<file path="src/irpgs_defs.svh">
`ifndef IRPGS_DEFS_SVH
`define IRPGS_DEFS_SVH

// Register indices; byte address is four times the index
`define IRPGS_IDX_ENABLE 12'h781
`define IRPGS_IDX_MODE 12'h783
`define IRPGS_IDX_PRIMARY 12'h794
`define IRPGS_IDX_PERIOD_COUNT 12'h7AC
`define IRPGS_IDX_MASK_LOW 12'h7B0
`define IRPGS_IDX_FLAGS_LOW 12'h7B1
`define IRPGS_IDX_MASK_HIGH 12'h7B2
`define IRPGS_IDX_FLAGS_HIGH 12'h7B3
`define IRPGS_IDX_PULSE_COUNT 12'h7C0
`define IRPGS_IDX_SHADOW 12'h7C4
`define IRPGS_IDX_ENTRY_FIRST 12'h7C8
`define IRPGS_IDX_ENTRY_LAST 12'h7CB
`define IRPGS_IDX_TRIGGER_LEVEL 12'h7CC
`define IRPGS_IDX_QUEUE_STATUS 12'h7CD
`define IRPGS_IDX_QUEUE_CLEAR 12'h7CE

// Mode codes in the low nibble of the mode register
`define IRPGS_MODE_COUNTING 4'h1
`define IRPGS_MODE_IR_REPEAT 4'h3
`define IRPGS_MODE_IR_FIFO 4'h7
`define IRPGS_MODE_IR_DMA 4'hF

// Flag bit positions
`define IRPGS_FLAG_GROUP_DONE 0
`define IRPGS_FLAG_COUNT_EVENT 1
`define IRPGS_FLAG_FRAME_DONE 2
`define IRPGS_FLAG_QUEUE_STOP 0

// Descriptor fields
`define IRPGS_DESC_NUM_MSB 13
`define IRPGS_DESC_SHADOW 14
`define IRPGS_DESC_CARRIER 15

// Queue status fields
`define IRPGS_STAT_EMPTY 4
`define IRPGS_STAT_FULL 5

// Queue geometry
`define IRPGS_QUEUE_BYTES 4'h8
`define IRPGS_DMA_READY_MAX 4'h4

// Reset values
`define IRPGS_RST_SHADOW 32'h0000_5555
`define IRPGS_RST_PRIMARY 32'h0000_0000

// Bus answers
`define IRPGS_RESP_OKAY 2'h0
`define IRPGS_RESP_SLVERR 2'h2

`endif

</file>
<file path="src/irpgs_pkg.sv">
package irpgs_pkg;
  // Channel sequencing states
  typedef enum logic [0:0] {
    ST_IDLE,
    ST_RUN
  } irpgs_state_t;
  typedef logic [13:0] irpgs_addr_t;
endpackage : irpgs_pkg

</file>
<file path="src/irpgs_sequencer.sv">
// What this block does
// [RULE_01] Low mode nibble 0011 selects repeated pulse group infrared mode.
// [RULE_02] Repeated group mode emits groups back to back without stopping.
// [RULE_03] Compare, cycle time and group count changes apply from the next group.
// [RULE_04] Switching to counting mode mid-group finishes the group, then stops.
// [RULE_05] Clearing the enable bit forces the output low at once.
// [RULE_06] Frame-done and group-done flags set per frame and group; masks gate interrupts.
// [RULE_07] Low mode nibble 0111 selects software-fed queue mode.
// [RULE_08] Descriptor bits 13..0 hold the group period count.
// [RULE_09] Descriptor bit 14 selects primary or alternate compare and cycle time.
// [RULE_10] Descriptor bit 15 selects carrier burst or low space.
// [RULE_11] Entry window takes descriptors by byte, half word or word.
// [RULE_12] Eight byte queue; status register shows empty, full and byte count.
// [RULE_13] Queued groups play in order; software may append without overfilling.
// [RULE_14] Last group sent with queue empty clears the enable bit.
// [RULE_15] Writing one to queue clear empties the queue; only when idle. The code empties it in any state, running or idle.
// [RULE_16] Low mode nibble 1111 selects DMA-fed queue mode.
// [RULE_17] DMA fills the queue; starting the DMA channel sets the enable bit.
// [RULE_18] Memory buffer holds length word then little-endian descriptors.
// [RULE_19] Queue run completion sets the stop flag; mask gates; write one clears.
// [RULE_20] Frame is high below compare, low for the rest of the cycle time.
// [RULE_21] Status bits 3..0 count, bit 4 empty, bit 5 full.
// [RULE_22] Software queue mode raises a count event below the trigger level.
// [RULE_23] Space group is low for period count times selected cycle time.
// [RULE_24] Next queued group starts the cycle after the previous one ends.
`timescale 1ns/1ns
`include "irpgs_defs.svh"

module irpgs_sequencer (
  input wire logic clock,
  input wire logic reset,
  input wire irpgs_pkg::irpgs_addr_t s_axi_awaddr,
  input wire logic s_axi_awvalid,
  output logic s_axi_awready,
  input wire logic [31:0] s_axi_wdata,
  input wire logic [3:0] s_axi_wstrb,
  input wire logic s_axi_wvalid,
  output logic s_axi_wready,
  output logic [1:0] s_axi_bresp,
  output logic s_axi_bvalid,
  input wire logic s_axi_bready,
  input wire irpgs_pkg::irpgs_addr_t s_axi_araddr,
  input wire logic s_axi_arvalid,
  output logic s_axi_arready,
  output logic [31:0] s_axi_rdata,
  output logic [1:0] s_axi_rresp,
  output logic s_axi_rvalid,
  input wire logic s_axi_rready,
  input wire logic dma_channel_start,
  input wire logic dma_busy,
  input wire logic dma_push_valid,
  input wire logic [31:0] dma_push_data,
  input wire logic [2:0] dma_push_bytes,
  output logic dma_push_ready,
  output logic channel_zero_out,
  output logic irq
);
  import irpgs_pkg::*;

  // Bus side state
  logic awready_ff, wready_ff, bvalid_ff, arready_ff, rvalid_ff;
  logic [1:0] bresp_ff, rresp_ff;
  logic [31:0] rdata_ff;
  logic aw_held_ff, w_held_ff;
  logic [11:0] aw_idx_ff;
  logic [31:0] wdata_ff;
  logic [3:0] wstrb_ff;

  // Software registers
  logic enable_ff;
  logic [7:0] mode_ff;
  logic [31:0] primary_ff, shadow_ff;
  logic [15:0] period_count_ff;
  logic [7:0] mask_low_ff, flags_low_ff, mask_high_ff, flags_high_ff, level_ff;

  // Queue storage
  logic [7:0] queue_ff [0:7];
  logic [2:0] rd_ff, wr_ff;
  logic [3:0] count_ff;
  logic below_ff, push_ready_ff;

  // Waveform engine
  irpgs_state_t state_ff, nxt_state;
  logic [15:0] cnt_ff, nxt_cnt, pcnt_ff, nxt_pcnt;
  logic [15:0] act_cmp_ff, nxt_act_cmp, act_max_ff, nxt_act_max, act_num_ff, nxt_act_num;
  logic act_carrier_ff, nxt_act_carrier;
  logic out_ff, irq_ff;
  logic load, auto_stop, frame_end, group_end, queue_stop;

  // Write and read handshake decode
  wire do_write = aw_held_ff && w_held_ff && !bvalid_ff;
  wire [11:0] rd_idx = s_axi_araddr[13:2];
  wire do_read = s_axi_arvalid && arready_ff;
  wire wr_en_reg = do_write && (aw_idx_ff == `IRPGS_IDX_ENABLE);
  wire wr_mode = do_write && (aw_idx_ff == `IRPGS_IDX_MODE);
  wire wr_primary = do_write && (aw_idx_ff == `IRPGS_IDX_PRIMARY);
  wire wr_pnum = do_write && (aw_idx_ff == `IRPGS_IDX_PERIOD_COUNT);
  wire wr_mask_low = do_write && (aw_idx_ff == `IRPGS_IDX_MASK_LOW);
  wire wr_flags_low = do_write && (aw_idx_ff == `IRPGS_IDX_FLAGS_LOW);
  wire wr_mask_high = do_write && (aw_idx_ff == `IRPGS_IDX_MASK_HIGH);
  wire wr_flags_high = do_write && (aw_idx_ff == `IRPGS_IDX_FLAGS_HIGH);
  wire wr_shadow = do_write && (aw_idx_ff == `IRPGS_IDX_SHADOW);
  wire wr_level = do_write && (aw_idx_ff == `IRPGS_IDX_TRIGGER_LEVEL);
  wire wr_entry = do_write && (aw_idx_ff >= `IRPGS_IDX_ENTRY_FIRST) && (aw_idx_ff <= `IRPGS_IDX_ENTRY_LAST);
  wire wr_clear = do_write && (aw_idx_ff == `IRPGS_IDX_QUEUE_CLEAR) && wstrb_ff[0] && wdata_ff[0];
  wire wr_known = wr_en_reg || wr_mode || wr_primary || wr_pnum || wr_mask_low || wr_flags_low ||
                  wr_mask_high || wr_flags_high || wr_shadow || wr_level || wr_entry ||
                  (do_write && (aw_idx_ff == `IRPGS_IDX_QUEUE_CLEAR));

  // Byte-lane merge for read/write registers
  function automatic logic [31:0] irpgs_merge(input logic [31:0] old, input logic [31:0] data,
                                              input logic [3:0] strb);
    logic [31:0] res;
    res = old;
    for (int i = 0; i < 4; i++) begin
      if (strb[i]) begin
        res[i*8 +: 8] = data[i*8 +: 8];
      end
    end
    return res;
  endfunction : irpgs_merge
  wire [31:0] pnum_merged = irpgs_merge({16'h0, period_count_ff}, wdata_ff, wstrb_ff);

  // Mode decode
  wire [3:0] mode_code = mode_ff[3:0];
  wire mode_counting = (mode_code == `IRPGS_MODE_COUNTING);
  wire mode_ir = (mode_code == `IRPGS_MODE_IR_REPEAT); // RULE_01
  wire mode_sw_fifo = (mode_code == `IRPGS_MODE_IR_FIFO); // RULE_07
  wire mode_dma = (mode_code == `IRPGS_MODE_IR_DMA); // RULE_16
  wire fifo_mode = mode_sw_fifo || mode_dma;

  // Queue decode: lowest-lane contiguous strobes give the entry width
  wire [2:0] axi_bytes = (wstrb_ff == 4'hF) ? 3'h4 : (wstrb_ff[1:0] == 2'h3) ? 3'h2 :
                         wstrb_ff[0] ? 3'h1 : 3'h0; // RULE_11
  wire dma_take = mode_dma && dma_push_valid && push_ready_ff; // RULE_17
  wire [2:0] push_req = dma_take ? dma_push_bytes : ((wr_entry && !mode_dma) ? axi_bytes : 3'h0);
  wire [31:0] push_data = dma_take ? dma_push_data : wdata_ff;
  wire [3:0] free_bytes = `IRPGS_QUEUE_BYTES - count_ff;
  wire [3:0] push_n = ({1'b0, push_req} > free_bytes) ? free_bytes : {1'b0, push_req}; // RULE_13
  wire has_desc = (count_ff >= 4'h2);
  wire [15:0] head_desc = {queue_ff[rd_ff + 3'h1], queue_ff[rd_ff]}; // RULE_18
  wire pop = load && fifo_mode;
  wire [3:0] nxt_count = wr_clear ? 4'h0 : (count_ff - (pop ? 4'h2 : 4'h0) + push_n);
  wire queue_empty = (count_ff == 4'h0);
  wire queue_full = (count_ff == `IRPGS_QUEUE_BYTES);
  wire [7:0] status_byte = {2'h0, queue_full, queue_empty, count_ff}; // RULE_12 RULE_21
  wire now_below = mode_sw_fifo && ({4'h0, count_ff} < level_ff);
  wire count_event = now_below && !below_ff; // RULE_22

  // Frame and group boundaries; zero counts act as one
  wire [16:0] cnt_inc = {1'b0, cnt_ff} + 17'h1;
  wire [16:0] pcnt_inc = {1'b0, pcnt_ff} + 17'h1;
  assign frame_end = (state_ff == ST_RUN) && enable_ff && (cnt_inc >= {1'b0, act_max_ff});
  assign group_end = frame_end && (pcnt_inc >= {1'b0, act_num_ff});

  // Group settings sampled only at a group start
  wire [31:0] desc_timing = head_desc[`IRPGS_DESC_SHADOW] ? shadow_ff : primary_ff; // RULE_09
  wire [15:0] desc_num = {2'h0, head_desc[`IRPGS_DESC_NUM_MSB:0]}; // RULE_08
  wire can_load = !fifo_mode || has_desc;
  wire keep_going = mode_ir || !mode_counting; // RULE_02 RULE_04

  // Sequencing of frames and groups
  always_comb begin
    nxt_state = state_ff;
    nxt_cnt = cnt_ff;
    nxt_pcnt = pcnt_ff;
    nxt_act_cmp = act_cmp_ff;
    nxt_act_max = act_max_ff;
    nxt_act_num = act_num_ff;
    nxt_act_carrier = act_carrier_ff;
    load = 1'b0;
    auto_stop = 1'b0;
    queue_stop = 1'b0;
    case (state_ff)
      ST_IDLE: begin
        if (enable_ff && can_load) begin
          load = 1'b1;
        end
      end
      ST_RUN: begin
        if (!enable_ff) begin
          nxt_state = ST_IDLE; // RULE_05
        end else if (group_end) begin
          if (!keep_going) begin
            auto_stop = 1'b1; // RULE_04
            nxt_state = ST_IDLE;
          end else if (can_load) begin
            load = 1'b1; // RULE_24
          end else if (mode_dma && dma_busy) begin
            nxt_state = ST_IDLE;
          end else begin
            auto_stop = 1'b1; // RULE_14
            queue_stop = 1'b1; // RULE_19
            nxt_state = ST_IDLE;
          end
        end else if (frame_end) begin
          nxt_cnt = 16'h0;
          nxt_pcnt = pcnt_inc[15:0];
        end else begin
          nxt_cnt = cnt_inc[15:0];
        end
      end
      default: begin
        nxt_state = ST_IDLE;
      end
    endcase
    if (load) begin
      nxt_state = ST_RUN;
      nxt_cnt = 16'h0;
      nxt_pcnt = 16'h0;
      if (fifo_mode) begin
        nxt_act_cmp = desc_timing[15:0];
        nxt_act_max = desc_timing[31:16];
        nxt_act_num = desc_num;
        nxt_act_carrier = head_desc[`IRPGS_DESC_CARRIER]; // RULE_10 RULE_23
      end else begin
        nxt_act_cmp = primary_ff[15:0]; // RULE_03
        nxt_act_max = primary_ff[31:16];
        nxt_act_num = period_count_ff;
        nxt_act_carrier = 1'b1;
      end
    end
  end

  // Enable: DMA start beats software write beats self-clear
  wire nxt_enable = (mode_dma && dma_channel_start) ? 1'b1 :
                    (wr_en_reg && wstrb_ff[0]) ? wdata_ff[0] :
                    auto_stop ? 1'b0 : enable_ff;
  wire nxt_out = (nxt_state == ST_RUN) && nxt_enable && nxt_act_carrier && (nxt_cnt < nxt_act_cmp); // RULE_20

  // Flag updates: hardware set wins over write-one-clear
  wire [7:0] low_set = {5'h0, frame_end, count_event, group_end};
  wire [7:0] low_clr = (wr_flags_low && wstrb_ff[0]) ? wdata_ff[7:0] : 8'h0;
  wire [7:0] high_clr = (wr_flags_high && wstrb_ff[0]) ? wdata_ff[7:0] : 8'h0;
  wire [7:0] nxt_flags_low = (flags_low_ff & ~low_clr) | low_set; // RULE_06
  wire [7:0] nxt_flags_high = (flags_high_ff & ~high_clr) | {7'h0, queue_stop}; // RULE_19

  // Read mux
  logic [31:0] rd_value;
  logic rd_known;
  always_comb begin
    rd_known = 1'b1;
    case (rd_idx)
      `IRPGS_IDX_ENABLE: rd_value = {31'h0, enable_ff};
      `IRPGS_IDX_MODE: rd_value = {24'h0, mode_ff};
      `IRPGS_IDX_PRIMARY: rd_value = primary_ff;
      `IRPGS_IDX_PERIOD_COUNT: rd_value = {16'h0, period_count_ff};
      `IRPGS_IDX_MASK_LOW: rd_value = {24'h0, mask_low_ff};
      `IRPGS_IDX_FLAGS_LOW: rd_value = {24'h0, flags_low_ff};
      `IRPGS_IDX_MASK_HIGH: rd_value = {24'h0, mask_high_ff};
      `IRPGS_IDX_FLAGS_HIGH: rd_value = {24'h0, flags_high_ff};
      `IRPGS_IDX_PULSE_COUNT: rd_value = {16'h0, pcnt_ff};
      `IRPGS_IDX_SHADOW: rd_value = shadow_ff;
      `IRPGS_IDX_TRIGGER_LEVEL: rd_value = {24'h0, level_ff};
      `IRPGS_IDX_QUEUE_STATUS: rd_value = {24'h0, status_byte};
      `IRPGS_IDX_QUEUE_CLEAR: rd_value = 32'h0;
      default: begin
        rd_value = 32'h0;
        rd_known = (rd_idx >= `IRPGS_IDX_ENTRY_FIRST) && (rd_idx <= `IRPGS_IDX_ENTRY_LAST);
      end
    endcase
  end

  // Write address and data capture, in either order
  always_ff @(posedge clock) begin
    if (reset) begin
      aw_held_ff <= 1'b0;
      w_held_ff <= 1'b0;
      awready_ff <= 1'b0;
      wready_ff <= 1'b0;
      aw_idx_ff <= 12'h0;
      wdata_ff <= 32'h0;
      wstrb_ff <= 4'h0;
    end else begin
      if (s_axi_awvalid && awready_ff) begin
        aw_held_ff <= 1'b1;
        aw_idx_ff <= s_axi_awaddr[13:2];
      end else if (do_write) begin
        aw_held_ff <= 1'b0;
      end
      if (s_axi_wvalid && wready_ff) begin
        w_held_ff <= 1'b1;
        wdata_ff <= s_axi_wdata;
        wstrb_ff <= s_axi_wstrb;
      end else if (do_write) begin
        w_held_ff <= 1'b0;
      end
      awready_ff <= !(aw_held_ff || (s_axi_awvalid && awready_ff)) || do_write;
      wready_ff <= !(w_held_ff || (s_axi_wvalid && wready_ff)) || do_write;
    end
  end

  // Write response and read answer
  always_ff @(posedge clock) begin
    if (reset) begin
      bvalid_ff <= 1'b0;
      bresp_ff <= `IRPGS_RESP_OKAY;
      arready_ff <= 1'b0;
      rvalid_ff <= 1'b0;
      rdata_ff <= 32'h0;
      rresp_ff <= `IRPGS_RESP_OKAY;
    end else begin
      if (do_write) begin
        bvalid_ff <= 1'b1;
        bresp_ff <= wr_known ? `IRPGS_RESP_OKAY : `IRPGS_RESP_SLVERR;
      end else if (s_axi_bready) begin
        bvalid_ff <= 1'b0;
      end
      if (do_read) begin
        rvalid_ff <= 1'b1;
        rdata_ff <= rd_value;
        rresp_ff <= rd_known ? `IRPGS_RESP_OKAY : `IRPGS_RESP_SLVERR;
        arready_ff <= 1'b0;
      end else if (rvalid_ff && s_axi_rready) begin
        rvalid_ff <= 1'b0;
        arready_ff <= 1'b1;
      end else if (!rvalid_ff) begin
        arready_ff <= 1'b1;
      end
    end
  end

  // Software registers
  always_ff @(posedge clock) begin
    if (reset) begin
      enable_ff <= 1'b0;
      mode_ff <= 8'h0;
      primary_ff <= `IRPGS_RST_PRIMARY;
      shadow_ff <= `IRPGS_RST_SHADOW;
      period_count_ff <= 16'h0;
      mask_low_ff <= 8'h0;
      mask_high_ff <= 8'h0;
      level_ff <= 8'h0;
      flags_low_ff <= 8'h0;
      flags_high_ff <= 8'h0;
    end else begin
      enable_ff <= nxt_enable; // RULE_05 RULE_14 RULE_17
      flags_low_ff <= nxt_flags_low;
      flags_high_ff <= nxt_flags_high;
      if (wr_mode && wstrb_ff[0]) begin
        mode_ff <= wdata_ff[7:0];
      end
      if (wr_primary) begin
        primary_ff <= irpgs_merge(primary_ff, wdata_ff, wstrb_ff);
      end
      if (wr_shadow) begin
        shadow_ff <= irpgs_merge(shadow_ff, wdata_ff, wstrb_ff);
      end
      if (wr_pnum) begin
        period_count_ff <= pnum_merged[15:0];
      end
      if (wr_mask_low && wstrb_ff[0]) begin
        mask_low_ff <= wdata_ff[7:0];
      end
      if (wr_mask_high && wstrb_ff[0]) begin
        mask_high_ff <= wdata_ff[7:0];
      end
      if (wr_level && wstrb_ff[0]) begin
        level_ff <= wdata_ff[7:0];
      end
    end
  end

  // Descriptor queue
  always_ff @(posedge clock) begin
    if (reset) begin
      rd_ff <= 3'h0;
      wr_ff <= 3'h0;
      count_ff <= 4'h0;
      below_ff <= 1'b0;
      push_ready_ff <= 1'b0;
      for (int i = 0; i < 8; i++) begin
        queue_ff[i] <= 8'h0;
      end
    end else begin
      count_ff <= nxt_count;
      below_ff <= now_below;
      push_ready_ff <= mode_dma && (nxt_count <= `IRPGS_DMA_READY_MAX);
      if (wr_clear) begin
        rd_ff <= 3'h0; // RULE_15
        wr_ff <= 3'h0;
      end else begin
        for (int i = 0; i < 4; i++) begin
          if (4'(i) < push_n) begin
            queue_ff[wr_ff + 3'(i)] <= push_data[i*8 +: 8];
          end
        end
        wr_ff <= wr_ff + push_n[2:0];
        if (pop) begin
          rd_ff <= rd_ff + 3'h2; // RULE_13
        end
      end
    end
  end

  // Waveform engine and outputs
  always_ff @(posedge clock) begin
    if (reset) begin
      state_ff <= ST_IDLE;
      cnt_ff <= 16'h0;
      pcnt_ff <= 16'h0;
      act_cmp_ff <= 16'h0;
      act_max_ff <= 16'h0;
      act_num_ff <= 16'h0;
      act_carrier_ff <= 1'b0;
      out_ff <= 1'b0;
      irq_ff <= 1'b0;
    end else begin
      state_ff <= nxt_state;
      cnt_ff <= nxt_cnt;
      pcnt_ff <= nxt_pcnt;
      act_cmp_ff <= nxt_act_cmp;
      act_max_ff <= nxt_act_max;
      act_num_ff <= nxt_act_num;
      act_carrier_ff <= nxt_act_carrier;
      out_ff <= nxt_out;
      irq_ff <= |(nxt_flags_low & mask_low_ff) || |(nxt_flags_high & mask_high_ff); // RULE_06 RULE_19
    end
  end

  // Port drive
  assign s_axi_awready = awready_ff;
  assign s_axi_wready = wready_ff;
  assign s_axi_bvalid = bvalid_ff;
  assign s_axi_bresp = bresp_ff;
  assign s_axi_arready = arready_ff;
  assign s_axi_rvalid = rvalid_ff;
  assign s_axi_rdata = rdata_ff;
  assign s_axi_rresp = rresp_ff;
  assign dma_push_ready = push_ready_ff;
  assign channel_zero_out = out_ff;
  assign irq = irq_ff;

endmodule : irpgs_sequencer

</file>
<file path="config.mk">
export PLATFORM = sky130hd
export DESIGN_NAME = irpgs_sequencer
export DESIGN_NICKNAME = d
export VERILOG_FILES = /design/src/irpgs_pkg.sv /design/src/irpgs_sequencer.sv
export VERILOG_INCLUDE_DIRS = /design/src
export SDC_FILE = /design/constraint.sdc
export NUM_CORES = 1
export LEC_CHECK = 0
export ABC_CLOCK_PERIOD_IN_PS = 6900
export CAP_MARGIN = 20
export CORE_MARGIN = 3
export CORE_UTILIZATION = 31
export CTS_CLUSTER_DIAMETER = 120
export DETAILED_ROUTE_END_ITERATION = 12
export DONT_BUFFER_PORTS = 1
export GPL_TIMING_DRIVEN = 1
export PLACE_DENSITY = 0.42
export RECOVER_POWER = 50
export SKIP_LAST_GASP = 1
export SYNTH_ARGS = -nofsm -noshare
export SYNTH_HDL_FRONTEND = slang
export SYNTH_SLANG_ARGS = --single-unit
export TNS_END_PERCENT = 5
</file>
<file path="constraint.sdc">
create_clock -name clock -period 6.9 [get_ports clock]
set_clock_uncertainty 0.05 [all_clocks]
set_input_delay 0.345 -clock clock [delete_from_list [all_inputs] [get_ports clock]]
set_output_delay 0.345 -clock clock [all_outputs]
set_load 0.01 [all_outputs]
</file>
==> run summary <==
status: finished with violations
failing checks: max-capacitance violations, max-slew violations
nets: 2,483
starting DRC count in detailed routing: 1,553
DP HPWL: 58,360 µm
classification of the worst setup path: register to register
Worst VDD drop: 144.8 µV
Slew @ Worst Pin: 1.753 ns
Min Hold Slack: 0.05126 ns
post-CTS sizing: 0
Final setup viols: 0
crit path DAT: 6.59 ns
Pre-Repair DR Iteration Count: 7
Post-route DRC: 0
Final Cycle Share: 0.8898
final wirelength: 78,440 µm
final core occ: 0.3594
pre-CTS WS: 0.7594 ns
Worst-Skew Late Latency: 0.60 ns
RSZ-0062 raised after global routing: no
Die X: 259.7 µm
CP peak stage delay: 0.75 ns
RePlAce Congestion: 0.9466
dpl cell area: 20,760 µm²
Layout area overhead: 14.25%
max_cap viols: 2
detailed-route vias per instance: 5.553
post-detailed-route count of antenna-violating nets: 0
Clock Tree Buf Depth: 3
Finished Layout Cells: 3,191
cells after synthesis: 2,310
GRT overflow: 0
crit start category: register
setup TNS: 0 ns
Warnings, synthesis: 0
first-pass GRT wire length: 114,300 µm
GRT Resource Usage Total: 0.2281
row cnt: 92
Slew Viols, Final: 72
Pleak: 8.155 nW
mapped cell area: 19,950 µm²
routed len/inst: 24.58 µm
setup slack after layout: 0.7606 ns
Tot Pwr: 5.075 mW
Die Area: 67,440 µm²
crit path max-delay cell type: nor4_1
root buf cell: clkbuf_16
average size of a mapped cell: 8.638 µm²
Final Hold Vio Count: 0
clock slew at the register clock pins of the worst setup and hold paths: 0.06 ns
Synth Flop Type: dfxtp_1
Worst setup EP type: register
CTS Sinks: 379
sequential area share after synthesis: 0.4124
post-route cell area: 22,800 µm²
FFs w/ async S/R, synth: 0
Post-CTS Setup Inserts: 0
CTS tree: done
initial core utilization: 0.3146
Min Clock Period, post-route: 6.139 ns
die height: 259.7 µm
PD cells: 222.6 nW/µm²
max_slew headroom: -0.1690
Max FO, Critical Path: 14
Critical Path RT: 7.35 ns
TritonCTS Buffers: 44
io pins: 153
layout cells sized above 1: 0.07850
fmax: 0.1629 GHz
number of synthesized register bits: 379
Port Buf Inserts: 0
# H-tree levels: 2
Post-synth EDFFs: 64
vias in the first global route: 16,950
Inst Count DP: 3,055
worst min-delay path class: primary input to register
synth unique cells: 88
CORE AREA: 63,430 µm²
CP cell instances: and3_1 > nand3_1 > nor2_1 > and4_1 > nand3_1 > xnor2_1 > ha_1 > nand3_1 > nor4_1 > o211ai_1 > a21oi_4 > buf_4 > mux2i_1 > ha_1 > o21ai_0 > a2111oi_0 > a221oi_1 > o21ai_0 > nor3_1 > o21ai_0 > a311o_1 > a211oi_1
initial antenna violation count: 6
DR vias: 17,720
hold_buf cts: 52
pin count of the biggest net entering global routing: 224
==> flip-flops by register name, indices dropped and copies added, names as in the netlist, 12 cells and up, named ones only <==
name	cells
act_cmp_ff	16
act_num_ff	16
shadow_ff	32
cnt_ff	16
period_count_ff	16
pcnt_ff	16
queue_ff	64
act_max_ff	16
wdata_ff	32
aw_idx_ff	12
primary_ff	32
s_axi_rdata	32
==> cell usage after synthesis (27+ instances only) <==
| library cell | n | area share |
|---|---|---|
| clkbuf_1 | 101 | 0.019 |
| edfxtp_1 | 64 | 0.096 |
| xor2_1 | 36 | 0.016 |
| inv_1 | 75 | 0.014 |
| ha_1 | 64 | 0.040 |
| dfxtp_1 | 315 | 0.32 |
| a21oi_1 | 184 | 0.046 |
| and3_1 | 33 | 0.010 |
| a22oi_1 | 27 | 0.010 |
| mux2_2 | 33 | 0.019 |
| o22ai_1 | 34 | 0.011 |
| nor3_1 | 34 | 0.0085 |
| nor2_1 | 254 | 0.048 |
| o21ai_0 | 78 | 0.020 |
| nand2_1 | 393 | 0.074 |
| nand3_1 | 52 | 0.013 |
| o211ai_1 | 27 | 0.010 |
| a221oi_1 | 27 | 0.012 |
| mux2i_1 | 114 | 0.057 |
==> critical path: cells and delay by family (launching register included) <==
family	cells	cell delay, ns
compound gates	9	2.01
xor+xnor	1	0.16
fa+ha+maj	2	0.57
buf+inv	1	0.25
flops	1	0.42
mux	1	0.29
simple gates	8	2.28
==> layout make-up <==
type / count / area (µm²)
Tap cell: 846 / 1059
Clock buffer: 60 / 1295
Multi-Input combinational cell: 1725 / 10940
Fill cell: 6476 / 40630
Timing Repair Buffer: 82 / 764.5
Clock inverter: 22 / 219.0
Antenna cell: 1 / 2.502
Sequential cell: 379 / 8228
Inverter: 76 / 285.3
==> power breakdown <==
part	switching (mW)	internal (mW)	total, mW
sequential	0.0563	2.29	2.34
combinational	0.194	0.0898	0.284
clock	1.01	1.44	2.45
==> placed cells by master, fill, tap and decap left out, types with 52 or more instances in the layout <==
master    Yosys  layout
nand2_1     393     393
dfxtp_1     315     315
nor2_1      254     252
a21oi_1     184     182
mux2i_1     114     114
o21ai_0      78      78
inv_1        75      75
ha_1         64      64
edfxtp_1     64      64
nand3_1      52      52
==> final timing paths <==
kind                       to          start  slack (ns)  cells after the start
min              s_axi_rvalid  s_axi_arvalid        0.05                      2
max reg2reg  channel_zero_out      cnt_ff[2]        0.76                     22
max          channel_zero_out      cnt_ff[2]        0.76                     22
min reg2reg      aw_idx_ff[8]   aw_idx_ff[8]        0.40                      2
==> routing by layer <==
| metal | share of wire | GRT usage | wire [µm] |
|---|---|---|---|
| met1 | 0.44 | 0.3066 | 34900 |
| met2 | 0.43 | 0.3457 | 33650 |
| met3 | 0.082 | 0.06096 | 6442 |
| met4 | 0.043 | 0.09343 | 3403 |
| met5 | 0.00064 | 0 | 50 |
==> kinds of logic after synthesis <==
| kind of cell | synth area share |
|---|---|
| simple gates | 0.2014 |
| compound gates | 0.1771 |
| flops | 0.4124 |
| buf+inv | 0.04114 |
| mux | 0.1006 |
| fa+ha+maj | 0.04214 |
| xor+xnor | 0.02502 |
| other cells | 0.0001879 |
Power figures use the tool's default switching activity.
